### src/include/lfcmd_pkg.sv
// shared constants of the lf command buffer and modulator sequencer
package lfcmd_pkg;

   // command buffer geometry
   localparam int FIFO_DEPTH      = 16;      // entries
   localparam int FIFO_AW         = 4;       // pointer width
   localparam int WORD_W          = 8;       // entry width
   localparam int LOW_LEVEL       = 4;       // a quarter of the depth

   // lf timing, counted in system clocks and lf periods
   localparam int LF_PERIOD_CLKS  = 64;      // system clocks per lf period
   localparam int DIV_W           = 6;
   localparam int SEL_DECAY_PER   = 32;      // periods with the old driver stopped
   localparam int SEL_SETTLE_PER  = 32;      // periods for the new driver to settle
   localparam int STD_BIT_PER     = 32;      // periods per bit, standard rate
   localparam int FAST_BIT_PER    = 22;      // periods per bit, fast rate
   localparam int MEAS_DELAY_PER  = 4;       // measurement starts in the 5th period
   localparam int GAP_PER         = 1;       // slot used by a current change
   localparam int PER_W           = 10;      // holds 31 x 32 periods
   localparam int ONP_W           = 6;

   // command byte layout: opcode in bits 7..5, argument in bits 4..0
   localparam int OP_LSB          = 5;
   localparam int OP_W            = 3;
   localparam int ARG_W           = 5;
   localparam logic [OP_W-1:0] OP_DATA = 3'h0;   // lf data header, arg = nibbles - 1
   localparam logic [OP_W-1:0] OP_SEL  = 3'h1;   // select driver
   localparam logic [OP_W-1:0] OP_CARR = 3'h4;   // carrier, arg = duration in bits
   localparam logic [OP_W-1:0] OP_CURR = 3'h5;   // coil current step
   localparam int SEL_BR_BIT      = 4;       // rate bit of select driver
   localparam int SEL_DM_BIT      = 3;       // diagnosis mode bit
   localparam int DRV_W           = 3;       // driver group and number
   localparam int CUR_W           = 5;

   // serial port reset configuration
   localparam logic CFG_POL_RST   = 1'b1;
   localparam logic CFG_PHA_RST   = 1'b1;

   // modulator states
   typedef enum logic [2:0] {
      LFCMD_IDLE   = 3'b000,
      LFCMD_DECAY  = 3'b001,
      LFCMD_SETTLE = 3'b010,
      LFCMD_DATA   = 3'b011,
      LFCMD_CARR   = 3'b100,
      LFCMD_GAP    = 3'b101
   } lfcmd_mod_e;

endpackage

### src/core/lfcmd_modulator.sv
// What this block does
// serial port resets to polarity 1, phase 1
// new serial setting applies at select falling edge
// data out driven only while select high
// trace outputs and interrupt follow operating mode
// buffer holds sixteen eight-bit command entries
// read and write pointers give fifo order
// buffer empty after wake-up from reset
// writes accepted while modulation is running
// interrupt on low fill and on overflow
// same-coil data and carrier joined without gaps
// entries executed one at a time in order
// driver select: 32 periods decay, 32 settle
// current change under one period, leaves gap
// data lasts nibbles times two times bitlength
// carrier lasts duration times bit length
// next command decoded during current one
// data bits on-off keyed onto the field
// standard 32 and fast 22 periods per bit
// shortest field interval 16 or 11 periods
// measurement from fifth period, off on zeros
// shortest data unit is four lf bits
// active marks transfer, bit change pulses data
// one lf period is 64 system clocks
// halt clears buffer, stops at period end
// speed status 0 standard, 1 fast
// write into full buffer dropped and latched
// low fill interrupt once per downward crossing
`timescale 1ns/10ps
module lfcmd_modulator
   import lfcmd_pkg::*;
(
   // clock and reset
   input  wire logic              i_clk,
   input  wire logic              i_srst,
   // serial pins and framer side
   input  wire logic              i_sel,          // serial select pin, high = selected
   input  wire logic              i_miso_bit,     // next output bit from the framer
   input  wire logic              i_cfg_wr,       // configuration command received
   input  wire logic              i_cfg_pol,
   input  wire logic              i_cfg_pha,
   output logic                   o_miso,
   output logic                   o_miso_oe,
   output logic                   o_serial_clock_polarity,
   output logic                   o_serial_clock_phase,
   // command stream from the framer
   input  wire logic              i_cmd_wr,       // one driver-related byte
   input  wire logic [WORD_W-1:0] i_cmd_byte,
   input  wire logic              i_start,        // start modulator operation
   input  wire logic              i_halt,         // halt command
   input  wire logic              i_status_rd,    // status read clears flags and irq
   input  wire logic              i_fault,        // driver fault level, other domain
   // status
   output logic                   o_irq,
   output logic                   o_buffer_low_flag,
   output logic                   o_buffer_overflow_flag,
   output logic                   o_reset_flag,
   output logic                   o_speed_fast,
   output logic [FIFO_AW:0]       o_fill_level,
   // driver side
   output logic                   o_field_on,
   output logic [DRV_W-1:0]       o_driver_sel,
   output logic                   o_diag_mode,
   output logic [CUR_W-1:0]       o_coil_current,
   output logic                   o_meas_en,
   // trace pins
   output logic                   o_modulation_active_out,
   output logic                   o_lf_bit_change_out
);

   // whole state of the block
   typedef struct packed {
      logic                                sel_m;     // select synchroniser
      logic                                sel_s;
      logic                                sel_d;     // for edge detection
      logic                                flt_m;     // fault synchroniser
      logic                                flt_s;
      logic                                serial_clock_polarity;
      logic                                serial_clock_phase;
      logic                                cfg_pend;
      logic                                pend_pol;
      logic                                pend_pha;
      logic                                miso;
      logic [FIFO_DEPTH-1:0][WORD_W-1:0]   mem;       // buffer entries
      logic [FIFO_AW-1:0]                  rd;
      logic [FIFO_AW-1:0]                  wr;
      logic [FIFO_AW:0]                    cnt;
      logic                                bu;
      logic                                bo;
      logic                                rst_flag;
      logic                                irq;
      lfcmd_mod_e                          st;
      logic                                run;
      logic                                halt_pend;
      logic                                fast;
      logic [DIV_W-1:0]                    div;       // clocks within a period
      logic [PER_W-1:0]                    per;       // periods left in this slot
      logic                                field;
      logic [ONP_W-1:0]                    on_per;    // periods since field came on
      logic                                bchg;
      logic [DRV_W-1:0]                    drv;
      logic [DRV_W-1:0]                    drv_pend;
      logic                                dm;
      logic                                dm_pend;
      logic [CUR_W-1:0]                    cur;
      logic [ARG_W:0]                      nib_left;
      logic [WORD_W-1:0]                   dbyte;
      logic                                hi;        // working on the upper nibble
      logic [1:0]                          bit_idx;   // gross bit within the nibble
   } lfcmd_state_s;

   lfcmd_state_s s_r;            // registered state
   lfcmd_state_s s_nxt;          // next state

   // next-state logic
   always_comb begin
      logic                   tick;
      logic [1:0]             npop;
      logic [WORD_W-1:0]      head;
      logic [OP_W-1:0]        op;
      logic [ARG_W-1:0]       arg;
      logic                   dispatch;
      logic                   push;
      logic [PER_W-1:0]       bitper;
      logic [PER_W-1:0]       halfper;
      logic [FIFO_AW:0]       cnt_new;
      tick     = (s_r.div == DIV_W'(LF_PERIOD_CLKS - 1));
      npop     = 2'h0;
      head     = s_r.mem[s_r.rd];
      op       = head[OP_LSB +: OP_W];
      arg      = head[ARG_W-1:0];
      dispatch = 1'b0;
      push     = 1'b0;
      bitper   = s_r.fast ? PER_W'(FAST_BIT_PER) : PER_W'(STD_BIT_PER);
      halfper  = bitper >> 1;
      cnt_new  = s_r.cnt;
      s_nxt    = s_r;
      s_nxt.bchg = 1'b0;

      // synchronisers: first stage read only by the second
      s_nxt.sel_m = i_sel;
      s_nxt.sel_s = s_r.sel_m;
      s_nxt.sel_d = s_r.sel_s;
      s_nxt.flt_m = i_fault;
      s_nxt.flt_s = s_r.flt_m;
      s_nxt.miso  = i_miso_bit;

      // config held until select falls
      if (i_cfg_wr) begin
         s_nxt.cfg_pend = 1'b1;
         s_nxt.pend_pol = i_cfg_pol;
         s_nxt.pend_pha = i_cfg_pha;
      end
      if (s_r.sel_d && !s_r.sel_s && s_r.cfg_pend) begin
         s_nxt.serial_clock_polarity      = s_r.pend_pol;
         s_nxt.serial_clock_phase      = s_r.pend_pha;
         s_nxt.cfg_pend = i_cfg_wr;
      end

      // lf period divider, free running
      s_nxt.div = tick ? '0 : s_r.div + DIV_W'(1);

      // start request
      if (i_start) begin
         s_nxt.run = 1'b1;
      end

      if (tick) begin
         // count field-on periods for measurement gating
         s_nxt.on_per = (s_r.field && s_r.on_per != '1) ? s_r.on_per + ONP_W'(1) : s_r.on_per;
         if (!s_r.field) begin
            s_nxt.on_per = '0;
         end
         // halt or fault stops at the period end
         if (s_r.halt_pend || s_r.flt_s) begin
            s_nxt.st        = LFCMD_IDLE;
            s_nxt.run       = 1'b0;
            s_nxt.field     = 1'b0;
            s_nxt.halt_pend = 1'b0;
         end else begin
            case (s_r.st)
               LFCMD_IDLE: begin
                  dispatch = s_r.run;
               end
               // decay, then switch, then settle
               LFCMD_DECAY: begin
                  if (s_r.per > PER_W'(1)) begin
                     s_nxt.per = s_r.per - PER_W'(1);
                  end else begin
                     s_nxt.drv = s_r.drv_pend;
                     s_nxt.dm  = s_r.dm_pend;
                     s_nxt.st  = LFCMD_SETTLE;
                     s_nxt.per = PER_W'(SEL_SETTLE_PER);
                  end
               end
               LFCMD_SETTLE, LFCMD_GAP, LFCMD_CARR: begin
                  if (s_r.per > PER_W'(1)) begin
                     s_nxt.per = s_r.per - PER_W'(1);
                  end else begin
                     dispatch = 1'b1;
                  end
               end
               LFCMD_DATA: begin
                  if (s_r.per > PER_W'(1)) begin
                     s_nxt.per = s_r.per - PER_W'(1);
                  end else if (s_r.bit_idx != 2'h3) begin
                     s_nxt.bit_idx = s_r.bit_idx + 2'h1;
                     s_nxt.per     = halfper;
                     s_nxt.bchg    = 1'b1;
                  end else if (s_r.nib_left == (ARG_W+1)'(1)) begin
                     dispatch = 1'b1;
                  end else begin
                     // next nibble: upper half, or a fresh data byte
                     s_nxt.nib_left = s_r.nib_left - (ARG_W+1)'(1);
                     s_nxt.bit_idx  = 2'h0;
                     s_nxt.per      = halfper;
                     s_nxt.bchg     = 1'b1;
                     if (!s_r.hi) begin
                        s_nxt.hi = 1'b1;
                     end else if (s_r.cnt != '0) begin
                        s_nxt.hi    = 1'b0;
                        s_nxt.dbyte = head;
                        npop        = 2'h1;
                     end else begin
                        // underrun: the telegram ends here
                        s_nxt.st    = LFCMD_IDLE;
                        s_nxt.run   = 1'b0;
                        s_nxt.bchg  = 1'b0;
                        s_nxt.field = 1'b0;
                     end
                  end
               end
               default: begin
                  s_nxt.st = LFCMD_IDLE;
               end
            endcase
         end
      end

      // next entry decoded at the end of the current one
      if (dispatch) begin
         if (s_r.cnt == '0) begin
            s_nxt.st    = LFCMD_IDLE;
            s_nxt.run   = 1'b0;
            s_nxt.field = 1'b0;
         end else begin
            s_nxt.st  = LFCMD_GAP;
            s_nxt.per = PER_W'(GAP_PER);
            npop      = 2'h1;
            case (op)
               OP_SEL: begin
                  // stop the driver for the decay time
                  s_nxt.st       = LFCMD_DECAY;
                  s_nxt.per      = PER_W'(SEL_DECAY_PER);
                  s_nxt.field    = 1'b0;
                  s_nxt.drv_pend = head[DRV_W-1:0];
                  s_nxt.dm_pend  = head[SEL_DM_BIT];
                  // rate chosen with the driver
                  s_nxt.fast     = head[SEL_BR_BIT];
               end
               OP_CURR: begin
                  // current switches now, slot leaves a gap
                  s_nxt.cur   = arg;
                  s_nxt.field = 1'b0;
               end
               OP_CARR: begin
                  // carrier for arg bit times
                  if (arg != '0) begin
                     s_nxt.st    = LFCMD_CARR;
                     s_nxt.per   = PER_W'(arg * bitper);
                     s_nxt.field = 1'b1;
                  end else begin
                     s_nxt.field = 1'b0;
                  end
               end
               OP_DATA: begin
                  // header needs its first data byte
                  if (s_r.cnt >= (FIFO_AW+1)'(2)) begin
                     // each nibble is four gross bits of half a bit time
                     s_nxt.st       = LFCMD_DATA;
                     s_nxt.nib_left = (ARG_W+1)'(arg) + (ARG_W+1)'(1);
                     s_nxt.dbyte    = s_r.mem[s_r.rd + FIFO_AW'(1)];
                     s_nxt.hi       = 1'b0;
                     s_nxt.bit_idx  = 2'h0;
                     // shortest field is one gross bit
                     s_nxt.per      = halfper;
                     s_nxt.bchg     = 1'b1;
                     npop           = 2'h2;
                  end else begin
                     // wait for the data byte; the field drops
                     npop        = 2'h0;
                     s_nxt.field = 1'b0;
                  end
               end
               default: begin
                  s_nxt.field = 1'b0;
               end
            endcase
         end
      end

      // on-off keying from the current gross bit, low nibble first, msb first within each nibble
      if (s_nxt.st == LFCMD_DATA) begin
         s_nxt.field = s_nxt.hi ? s_nxt.dbyte[3'h7 - {1'b0, s_nxt.bit_idx}]
                                : s_nxt.dbyte[3'h3 - {1'b0, s_nxt.bit_idx}];
      end

      // pop advances the read pointer
      s_nxt.rd = s_r.rd + FIFO_AW'(npop);
      cnt_new  = s_r.cnt - (FIFO_AW+1)'(npop);

      // status read clears flags first; events below set them again, so the set wins
      if (i_status_rd) begin
         s_nxt.bu       = 1'b0;
         s_nxt.bo       = 1'b0;
         s_nxt.irq      = 1'b0;
         s_nxt.rst_flag = 1'b0;
      end

      // writes taken at any time, but lost with a halt in the same cycle; R26 full buffer drops them
      if (i_cmd_wr) begin
         if (cnt_new == (FIFO_AW+1)'(FIFO_DEPTH)) begin
            s_nxt.bo  = 1'b1;
            s_nxt.irq = 1'b1;
         end else begin
            push = 1'b1;
         end
      end
      if (push) begin
         // one entry per command byte
         s_nxt.mem[s_r.wr] = i_cmd_byte;
         s_nxt.wr          = s_r.wr + FIFO_AW'(1);
         cnt_new           = cnt_new + (FIFO_AW+1)'(1);
      end

      // halt bypasses and empties the buffer at once
      if (i_halt) begin
         s_nxt.rd        = '0;
         s_nxt.wr        = '0;
         cnt_new         = '0;
         s_nxt.halt_pend = 1'b1;
      end
      s_nxt.cnt = cnt_new;

      // low fill event on the downward crossing only
      if (s_r.cnt >= (FIFO_AW+1)'(LOW_LEVEL) && cnt_new < (FIFO_AW+1)'(LOW_LEVEL)) begin
         s_nxt.bu  = 1'b1;
         s_nxt.irq = 1'b1;
      end
   end

   // state register; R7 buffer empty after reset
   always_ff @(posedge i_clk) begin
      if (i_srst) begin
         s_r          <= '0;
         // default serial configuration
         s_r.serial_clock_polarity      <= CFG_POL_RST;
         s_r.serial_clock_phase      <= CFG_PHA_RST;
         s_r.pend_pol <= CFG_POL_RST;
         s_r.pend_pha <= CFG_PHA_RST;
         s_r.st       <= LFCMD_IDLE;
         s_r.rst_flag <= 1'b1;
         s_r.irq      <= 1'b1;
      end else begin
         s_r <= s_nxt;
      end
   end

   // serial pin outputs
   assign o_serial_clock_polarity = s_r.serial_clock_polarity;
   assign o_serial_clock_phase    = s_r.serial_clock_phase;
   // drive only while select is high
   assign o_miso_oe               = s_r.sel_s;
   assign o_miso                  = s_r.miso;

   // status outputs
   // interrupt high during reset
   assign o_irq                   = s_r.irq || i_srst;
   assign o_buffer_low_flag       = s_r.bu;
   assign o_buffer_overflow_flag  = s_r.bo;
   assign o_reset_flag            = s_r.rst_flag;
   // speed bit
   assign o_speed_fast            = s_r.fast;
   assign o_fill_level            = s_r.cnt;

   // driver outputs
   // field stays on across joined commands
   assign o_field_on              = s_r.field;
   assign o_driver_sel            = s_r.drv;
   assign o_diag_mode             = s_r.dm;
   assign o_coil_current          = s_r.cur;
   // measurement gated by on time
   assign o_meas_en               = s_r.field && (s_r.on_per >= ONP_W'(MEAS_DELAY_PER));

   // trace pins, low outside operation
   assign o_modulation_active_out = s_r.run;
   assign o_lf_bit_change_out     = s_r.bchg && s_r.run;

endmodule

### config.mk
export PLATFORM = sky130hd
export DESIGN_NAME = lfcmd_modulator
export DESIGN_NICKNAME = d
export VERILOG_FILES = /design/src/include/lfcmd_pkg.sv /design/src/core/lfcmd_modulator.sv
export SDC_FILE = /design/constraint.sdc
export NUM_CORES = 1
export LEC_CHECK = 0
export BUFFER_PORTS_ARGS = -buffer_cell sky130_fd_sc_hd__buf_2
export CAP_MARGIN = 20
export CORE_AREA = 2 2 152 154
export CTS_CLUSTER_SIZE = 20
export DETAILED_ROUTE_END_ITERATION = 10
export DIE_AREA = 0 0 154 156
export GPL_TIMING_DRIVEN = 0
export PLACE_DENSITY = 0.72
export SLEW_MARGIN = 20
export SYNTH_ARGS = -nofsm -noshare
export SYNTH_HDL_FRONTEND = slang
export SYNTH_SLANG_ARGS = --single-unit
### constraint.sdc
create_clock -name i_clk -period 6.85 [get_ports i_clk]
set_clock_uncertainty 0.15 [all_clocks]
set_input_delay 1.37 -clock i_clk [delete_from_list [all_inputs] [get_ports i_clk]]
set_output_delay 1.37 -clock i_clk [all_outputs]
set_load 0.005 [all_outputs]
== Yosys cells after proc, flatten, opt, wreduce, memory -nomap -nowiden ==
Cells that the tools add are included.

* Add/subtract/negate cells: 13
* $mul: 1
* Div/mod/pow operators: 0
* Magnitude comparators: 11
* Equality and inequality tests: 15
* Shift-type cells: 0
* Muxes and demuxes: 116
* Bitwise logic cells: 3
* Reductions and logical operators: 29

{| class="wikitable"
|+ Operators with widths
! cell !! number
|-
| 2-to-1 mux 17 bit || 9
|-
| bitwise mux 128 bit || 1
|-
| 2-to-1 mux 10 bit || 7
|-
| binary-select mux 8 bit (select 4 bit) || 2
|-
| case mux 10 bit (3 select lines) || 2
|-
| 2-to-1 mux 1 bit || 52
|-
| 2-to-1 mux 4 bit || 9
|-
| demux 8 bit (select 4 bit) || 1
|-
| 2-to-1 mux 8 bit || 4
|-
| 2-to-1 mux 11 bit || 2
|-
| 2-to-1 mux 21 bit || 1
|-
| 2-to-1 mux 5 bit || 4
|-
| 2-to-1 mux 3 bit || 6
|-
| 2-to-1 mux 6 bit || 3
|-
| case mux 3 bit (3 select lines) || 2
|-
| < comparator 4 x 5 -> 1 bit (second input constant) || 3
|-
| 2-to-1 mux 15 bit || 1
|-
| adder 6 x 1 -> 6 bit (second input constant) || 2
|-
| == test 3 bit (second input constant) || 4
|-
| > comparator 10 x 1 -> 1 bit (second input constant) || 1
|-
| multiplier 5 x 6 -> 10 bit || 1
|-
| 2-to-1 mux 2 bit || 5
|-
| nonzero test 5 bit || 2
|-
| subtractor 10 x 1 -> 10 bit (second input constant) || 1
|-
| 40 further kinds || 63
|}

* Register bits after elaboration: 216
* Latch bits: 0
* RAM bits: 0
* ROM bits: 0
* Input port bits: 20
* Output and inout port bits: 27
* Word-level logic and storage cells: 240
* Memories kept: 0

== Depth between registers and ports, before layout ==
* Depth in word-level cells: 20
* Mapped depth: 23
* Gate-level depth less buffers: 20

== Least setup slack after synthesis ==
No wires, ideal clock.

* Path type: register -> register
* Start point: register s_r[73] (netlist bit)
* End point: register s_r[47] (netlist bit)
* Data arrival time: 4.626 ns
* Data required time: 6.630 ns
* Slack: 2.004 ns
* Stages on the path, launching flop included: 21
* Buffers on the path: 2
* Period minus slack after synthesis: 4.846 ns
* Cells stage by stage: dfxtp_1 > buf_2 > buf_2 > mux4_2 > a22oi_1 > nand3_1 > and2_1 > ha_1 > inv_1 > fa_1 > inv_1 > ha_1 > ha_1 > a21o_1 > a21oi_1 > o21bai_1 > a21oi_1 > xnor2_1 > xnor2_1 > nand3_1 > a21oi_1

* Word-level cells in the longest chain between the ends: 7

{| class="wikitable"
|+ RTL lines
! element !! line !! text
|-
| start, declared || lfcmd_modulator.sv:112 || <nowiki>lfcmd_state_s s_r;</nowiki>
|-
| start signal, assigned || lfcmd_modulator.sv:365 || <nowiki>s_r <= s_nxt;</nowiki>
|-
| binary-select mux 8 bit (select 4 bit) * || lfcmd_modulator.sv:129 || <nowiki>head = s_r.mem[s_r.rd];</nowiki>
|-
| 2-to-1 mux 8 bit (not written as such) * || lfcmd_modulator.sv:129 ||
|-
| multiplier 5 x 6 -> 10 bit or nonzero test 5 bit (tied branches) || lfcmd_modulator.sv:270, lfcmd_modulator.sv:268 ||
|-
| 2-to-1 mux 10 bit || lfcmd_modulator.sv:268 || <nowiki>if (arg != '0) begin</nowiki>
|-
| case mux 10 bit (3 select lines) * || lfcmd_modulator.sv:250 || <nowiki>case (op)</nowiki>
|-
| 2-to-1 mux 10 bit * || lfcmd_modulator.sv:242 || <nowiki>if (s_r.cnt == '0) begin</nowiki>
|-
| 2-to-1 mux 11 bit * || lfcmd_modulator.sv:241 || <nowiki>if (dispatch) begin</nowiki>
|}

Mark *: on every way between the ends. The rest lies on a longest branch, timed or not. The select of a mux whose other input is x is not followed.
A chain may end at the register's enable or synchronous reset.

== Worst setup path in the final report ==
* Start point: register s_r[73] (netlist bit)
* End point: register s_r[106] (netlist bit)

* Word-level cells in the longest chain between the ends: 10

{| class="wikitable"
|+ RTL lines
! element !! line !! text
|-
| binary-select mux 8 bit (select 4 bit) || lfcmd_modulator.sv:129 ||
|-
| 2-to-1 mux 8 bit (not written as such) || lfcmd_modulator.sv:129 ||
|-
| logical NOT 3 bit || lfcmd_modulator.sv:250 ||
|-
| 2-to-1 mux 2 bit || lfcmd_modulator.sv:250 ||
|-
| 2-to-1 mux 2 bit || lfcmd_modulator.sv:242 ||
|-
| 2-to-1 mux 2 bit || lfcmd_modulator.sv:241 ||
|-
| subtractor 5 x 2 -> 5 bit || lfcmd_modulator.sv:310 || <nowiki>cnt_new = s_r.cnt - (FIFO_AW+1)'(npop);</nowiki>
|-
| == test 5 bit || lfcmd_modulator.sv:322 || <nowiki>if (cnt_new == (FIFO_AW+1)'(FIFO_DEPTH)) begin</nowiki>
|-
| 2-to-1 mux 1 bit || lfcmd_modulator.sv:322 ||
|-
| 2-to-1 mux 1 bit || lfcmd_modulator.sv:321 || <nowiki>if (i_cmd_wr) begin</nowiki>
|}

Every way passes these cells. The select of a mux whose other input is x is not followed.

==> results.py <==
metrics = {
    "synthesis": {
        "synthFlopType": "sky130_fd_sc_hd__dfxtp_1",
        "cell_taking_the_most_area_after_synthesis": "sky130_fd_sc_hd__dfxtp_1",
        "leading_cell_type_by_number_of_instances_after_synthesis": "sky130_fd_sc_hd__dfxtp_1",
        "synth_enable_flop_cells": 0,
        "syn_inst": 1395,
        "synthTopCellsByArea": "sky130_fd_sc_hd__dfxtp_1 36%, sky130_fd_sc_hd__mux4_2 12%, sky130_fd_sc_hd__a21oi_1 6.0%",
        "synthArstFlopShare_pct": 0,
        "yosys-top-cells-count": "216 x sky130_fd_sc_hd__dfxtp_1, 170 x sky130_fd_sc_hd__nand2_1, 146 x sky130_fd_sc_hd__a21oi_1",
        "synth-seq-cells": 216,
        "mappedNetlistArea_mm2": 0.0122,
        "yosys_cell_types": 64,
        "warning_count_from_the_yosys_run": 0,
        "synth_top_area_share_pct": 35.6,
        "number_of_nets_in_the_synthesized_netlist": 1461,
        "average_size_of_a_mapped_cell_um2": 8.72,
        "synth.yosys.seq_area_share_pct": 35.6,
    },
    "detailed_routing": {
        "1st_iter_drt_viols": 1008,
        "dr.pass1.iters": 5,
        "route.met3.wl_um": 3240,
        "ant_nets": 0,
        "routed_wire_length_per_instance_um": 21.5,
        "via_per_inst": 6.31,
        "post-route-drc-count": 0,
        "met2_wire_len_um": 17400,
        "highest_layer": "met4",
        "routed-via-count": 11100,
        "drt_wl_total_um": 37900,
        "wl_met1_um": 14600,
    },
    "timing": {
        "rsz0062_at_grt": "false",
        "worst_slew_margin_rel_pct": 28.6,
        "setup_violations": 0,
        "final_critical_period_ns": 6.37,
        "timing.final.hold_violations": 0,
        "finalCritPeriodShare_pct": 93.0,
        "max_freq_mhz": 157,
        "drv_slew": 0,
        "finalSetupTns_ns": 0,
        "timing_worst_slew_pin_value_ns": 1.06,
    },
    "placed_design": {
        "buffer_ports.inserted": 38,
        "dpl.hpwl_um": 27900,
        "globalplace.congestion": 0.996,
        "postPlaceCellArea_mm2": 0.0127,
    },
    "power_and_ir_drop": {
        "comb_power_share_pct": 5.0,
        "power.internal_w": 0.00214,
        "peakVddDrop_mv": 0.174,
        "share_of_power_burned_in_the_clock_network_pct": 49.2,
        "pwr-share-seq_pct": 45.8,
        "report.power.total_w": 0.00279,
        "power.switching_w": 0.000648,
        "power.leakage_nw": 5.23,
        "swShare_pct": 23.2,
        "power.density_cell_area_mw_per_mm2": 206,
    },
    "clock_tree": {
        "tritoncts_clock_tree": "done",
        "worst_skew_pair.late_latency_ns": 0.54,
        "cts.sinks": 216,
        "root_cell_of_the_clock_tree": "sky130_fd_sc_hd__clkbuf_16",
        "cts_hold_buf": 0,
        "clock_tree.htree_level_count": 1,
        "clk_pin_slew_ns": 0.06,
        "clock_tree.buffer_depth": 3,
        "cts_made_buffers": 25,
    },
    "die": {
        "die_height_um": 156,
        "rows": 55,
        "floorplan.initialDensity_pct": 54.4,
        "core_region_area_mm2": 0.0224,
        "fp.dieArea_mm2": 0.0240,
        "num_io_pins": 47,
        "die_width_um": 154,
    },
    "critical_path": {
        "critPathLaunchType": "register",
        "reg2reg_setup_slack_ns": 0.48,
        "crit_type": "register to register",
        "regToRegStartpoint": "s_r[73]",
        "worst_setup_path_endpoint": "s_r[106]",
        "arrival_ns": 6.67,
        "worstPathMaxFanout": 10,
        "timing.rr.end": "s_r[106]",
        "worstSetupStartpoint": "s_r[73]",
        "critical_path_required_ns": 7.15,
        "reg2regPathDepth": 18,
        "critical_path.endpoint_type": "register",
    },
    "grt": {
        "antenna_found_initial": 0,
        "grt_first_pass_wirelength_um": 58800,
        "grt_overflow": 0,
        "grt_util_all_layers_pct": 31.3,
        "number_of_global_route_vias_before_repair": 10500,
        "pin_count_of_the_biggest_net_entering_global_routing": 13,
    },
    "hold_path": {
        "worst_hold_path_type": "register to register",
    },
    "finish": {
        "syn_to_final_growth_pct": 11.5,
        "antenna_cells_inserted": 0,
        "multi_input_area_mm2": 0.00721,
        "register_area_mm2": 0.00432,
        "final.fill_count": 2001,
        "post_layout_inst_area_mm2": 0.0136,
        "nets": 1526,
        "post_route_cells_drive_above_1_share_pct": 13.3,
    },
    "flow_run": {
        "maxCapViolations": 0,
    },
    "outcome": {
        "outcome": "finished, final reports clean",
    },
}
-- kinds of logic after synthesis --
kind of cell	count (synthesis)	synth area share (%)
flops	216	35.6
simple gates	547	21.0
compound gates	258	12.3
xor+xnor	35	2.52
buf+inv	156	5.33
mux	137	18.2
fa+ha+maj	46	5.04
-- routing by layer --
metal | track usage (%) | up-vias
met2 | 51.6 | 575
met4 | 19.3 | 0
met3 | 5.86 | 173
li1 | - | 5102
met5 | 0 | -
met1 | 38.3 | 5277
-- cells in the final DEF (no fill, tap or decap), drive strengths merged, types with 6 or more instances in the layout --
cell | Yosys | layout
nor3 | 28 | 28
clkinv | 0 | 6
xor2 | 10 | 10
nand4 | 11 | 11
nor2b | 16 | 16
nand2 | 170 | 170
a31oi | 7 | 7
xnor2 | 25 | 25
mux2i | 62 | 62
mux4 | 67 | 67
nor4 | 7 | 7
dfxtp | 216 | 216
inv | 49 | 50
ha | 41 | 41
a211oi | 21 | 21
nand2b | 8 | 8
mux2 | 8 | 8
a21oi | 146 | 146
and3 | 6 | 6
and2 | 12 | 12
a22oi | 8 | 8
buf | 31 | 69
nor2 | 128 | 128
clkbuf | 76 | 109
or3 | 9 | 9
nand3 | 136 | 136
o21ai | 37 | 37
-- worst min path at each step --
| stage | startpoint | endpoint | slack, ns | depth (start not counted) |
|---|---|---|---|---|
| CTS | s_nxt[214] | o_miso_oe | 0.30 | 1 |
| global route | s_nxt[211] | s_r[211] | 0.31 | 1 |
| floorplan | s_nxt[214] | o_miso_oe | 0.26 | 1 |
| finish | s_nxt[214] | o_miso_oe | 0.30 | 1 |
| global placement | s_nxt[214] | o_miso_oe | 0.27 | 1 |
| detailed placement | s_nxt[211] | s_r[211] | 0.28 | 1 |
-- flip-flops by register name, summed over array words and instances, names as in the netlist --
signal                   flops
s_r                        190
o_coil_current               5
o_fill_level                 5
o_driver_sel                 3
s_nxt                        2
o_buffer_low_flag            1
o_buffer_overflow_flag       1
o_diag_mode                  1
o_field_on                   1
o_miso                       1
o_miso_oe                    1
o_modulation_active_out      1
o_reset_flag                 1
o_serial_clock_phase         1
o_serial_clock_polarity      1
o_speed_fast                 1
-- what timing repair did --
item / 4_1_cts / 5_1_grt
gates resized for setup: 0 / 3
buffers inserted: 0 / 0
endpoints found under the setup margin: 0 / 24
-- area by class of cell --
class,count,area share (%)
Buffer,107,3.42
Clock buffer,33,5.20
Clock inverter,11,1.01
Inverter,49,1.36
Multi-Input combinational cell,1023,53.1
Sequential cell,216,31.9
Tap cell,285,2.63
Timing Repair Buffer,38,1.40
-- worst max-delay path: stages (launching register included) --
cell and delay (ns):
sky130_fd_sc_hd__dfxtp_1 0.38, sky130_fd_sc_hd__buf_2 0.35, sky130_fd_sc_hd__buf_2 0.46, sky130_fd_sc_hd__mux4_2 0.38
sky130_fd_sc_hd__a22oi_1 0.24, sky130_fd_sc_hd__nand3_1 0.21, sky130_fd_sc_hd__clkbuf_1 0.26, sky130_fd_sc_hd__nor2_1 0.13
sky130_fd_sc_hd__nand3_1 0.33, sky130_fd_sc_hd__ha_1 0.42, sky130_fd_sc_hd__a211oi_1 0.27, sky130_fd_sc_hd__xor2_1 0.45
sky130_fd_sc_hd__o31ai_1 0.17, sky130_fd_sc_hd__clkbuf_1 0.31, sky130_fd_sc_hd__nor2_1 0.21, sky130_fd_sc_hd__clkbuf_1 0.69
sky130_fd_sc_hd__buf_1 0.50, sky130_fd_sc_hd__nand3_1 0.16, sky130_fd_sc_hd__a21oi_1 0.17
-- power groups by stage --
stage / Clock [W] / Sequential, W / Combinational, W
floorplan: 0 / 0.00130 / 0.0000841
detailed placement: 0 / 0.00130 / 0.000136
CTS: 0.00138 / 0.00128 / 0.000137
global route: 0.00144 / 0.00128 / 0.000149
finish: 0.00137 / 0.00128 / 0.000140
global placement: 0 / 0.00130 / 0.000134
-- per-stage QoR --
step	hold slack, ns	setup WS, ns	instances	util (%)
after CTS	0.299	0.278	1762	60.6
after detailed placement	0.277	0.278	1718	56.9
final	0.296	0.483	1762	60.7
after floorplan	0.264	2.00	1395	-
after global placement	0.267	0.315	1718	56.8
after global routing	0.311	0.0524	1762	60.7
No activity file was read; power rests on OpenSTA's default activity.
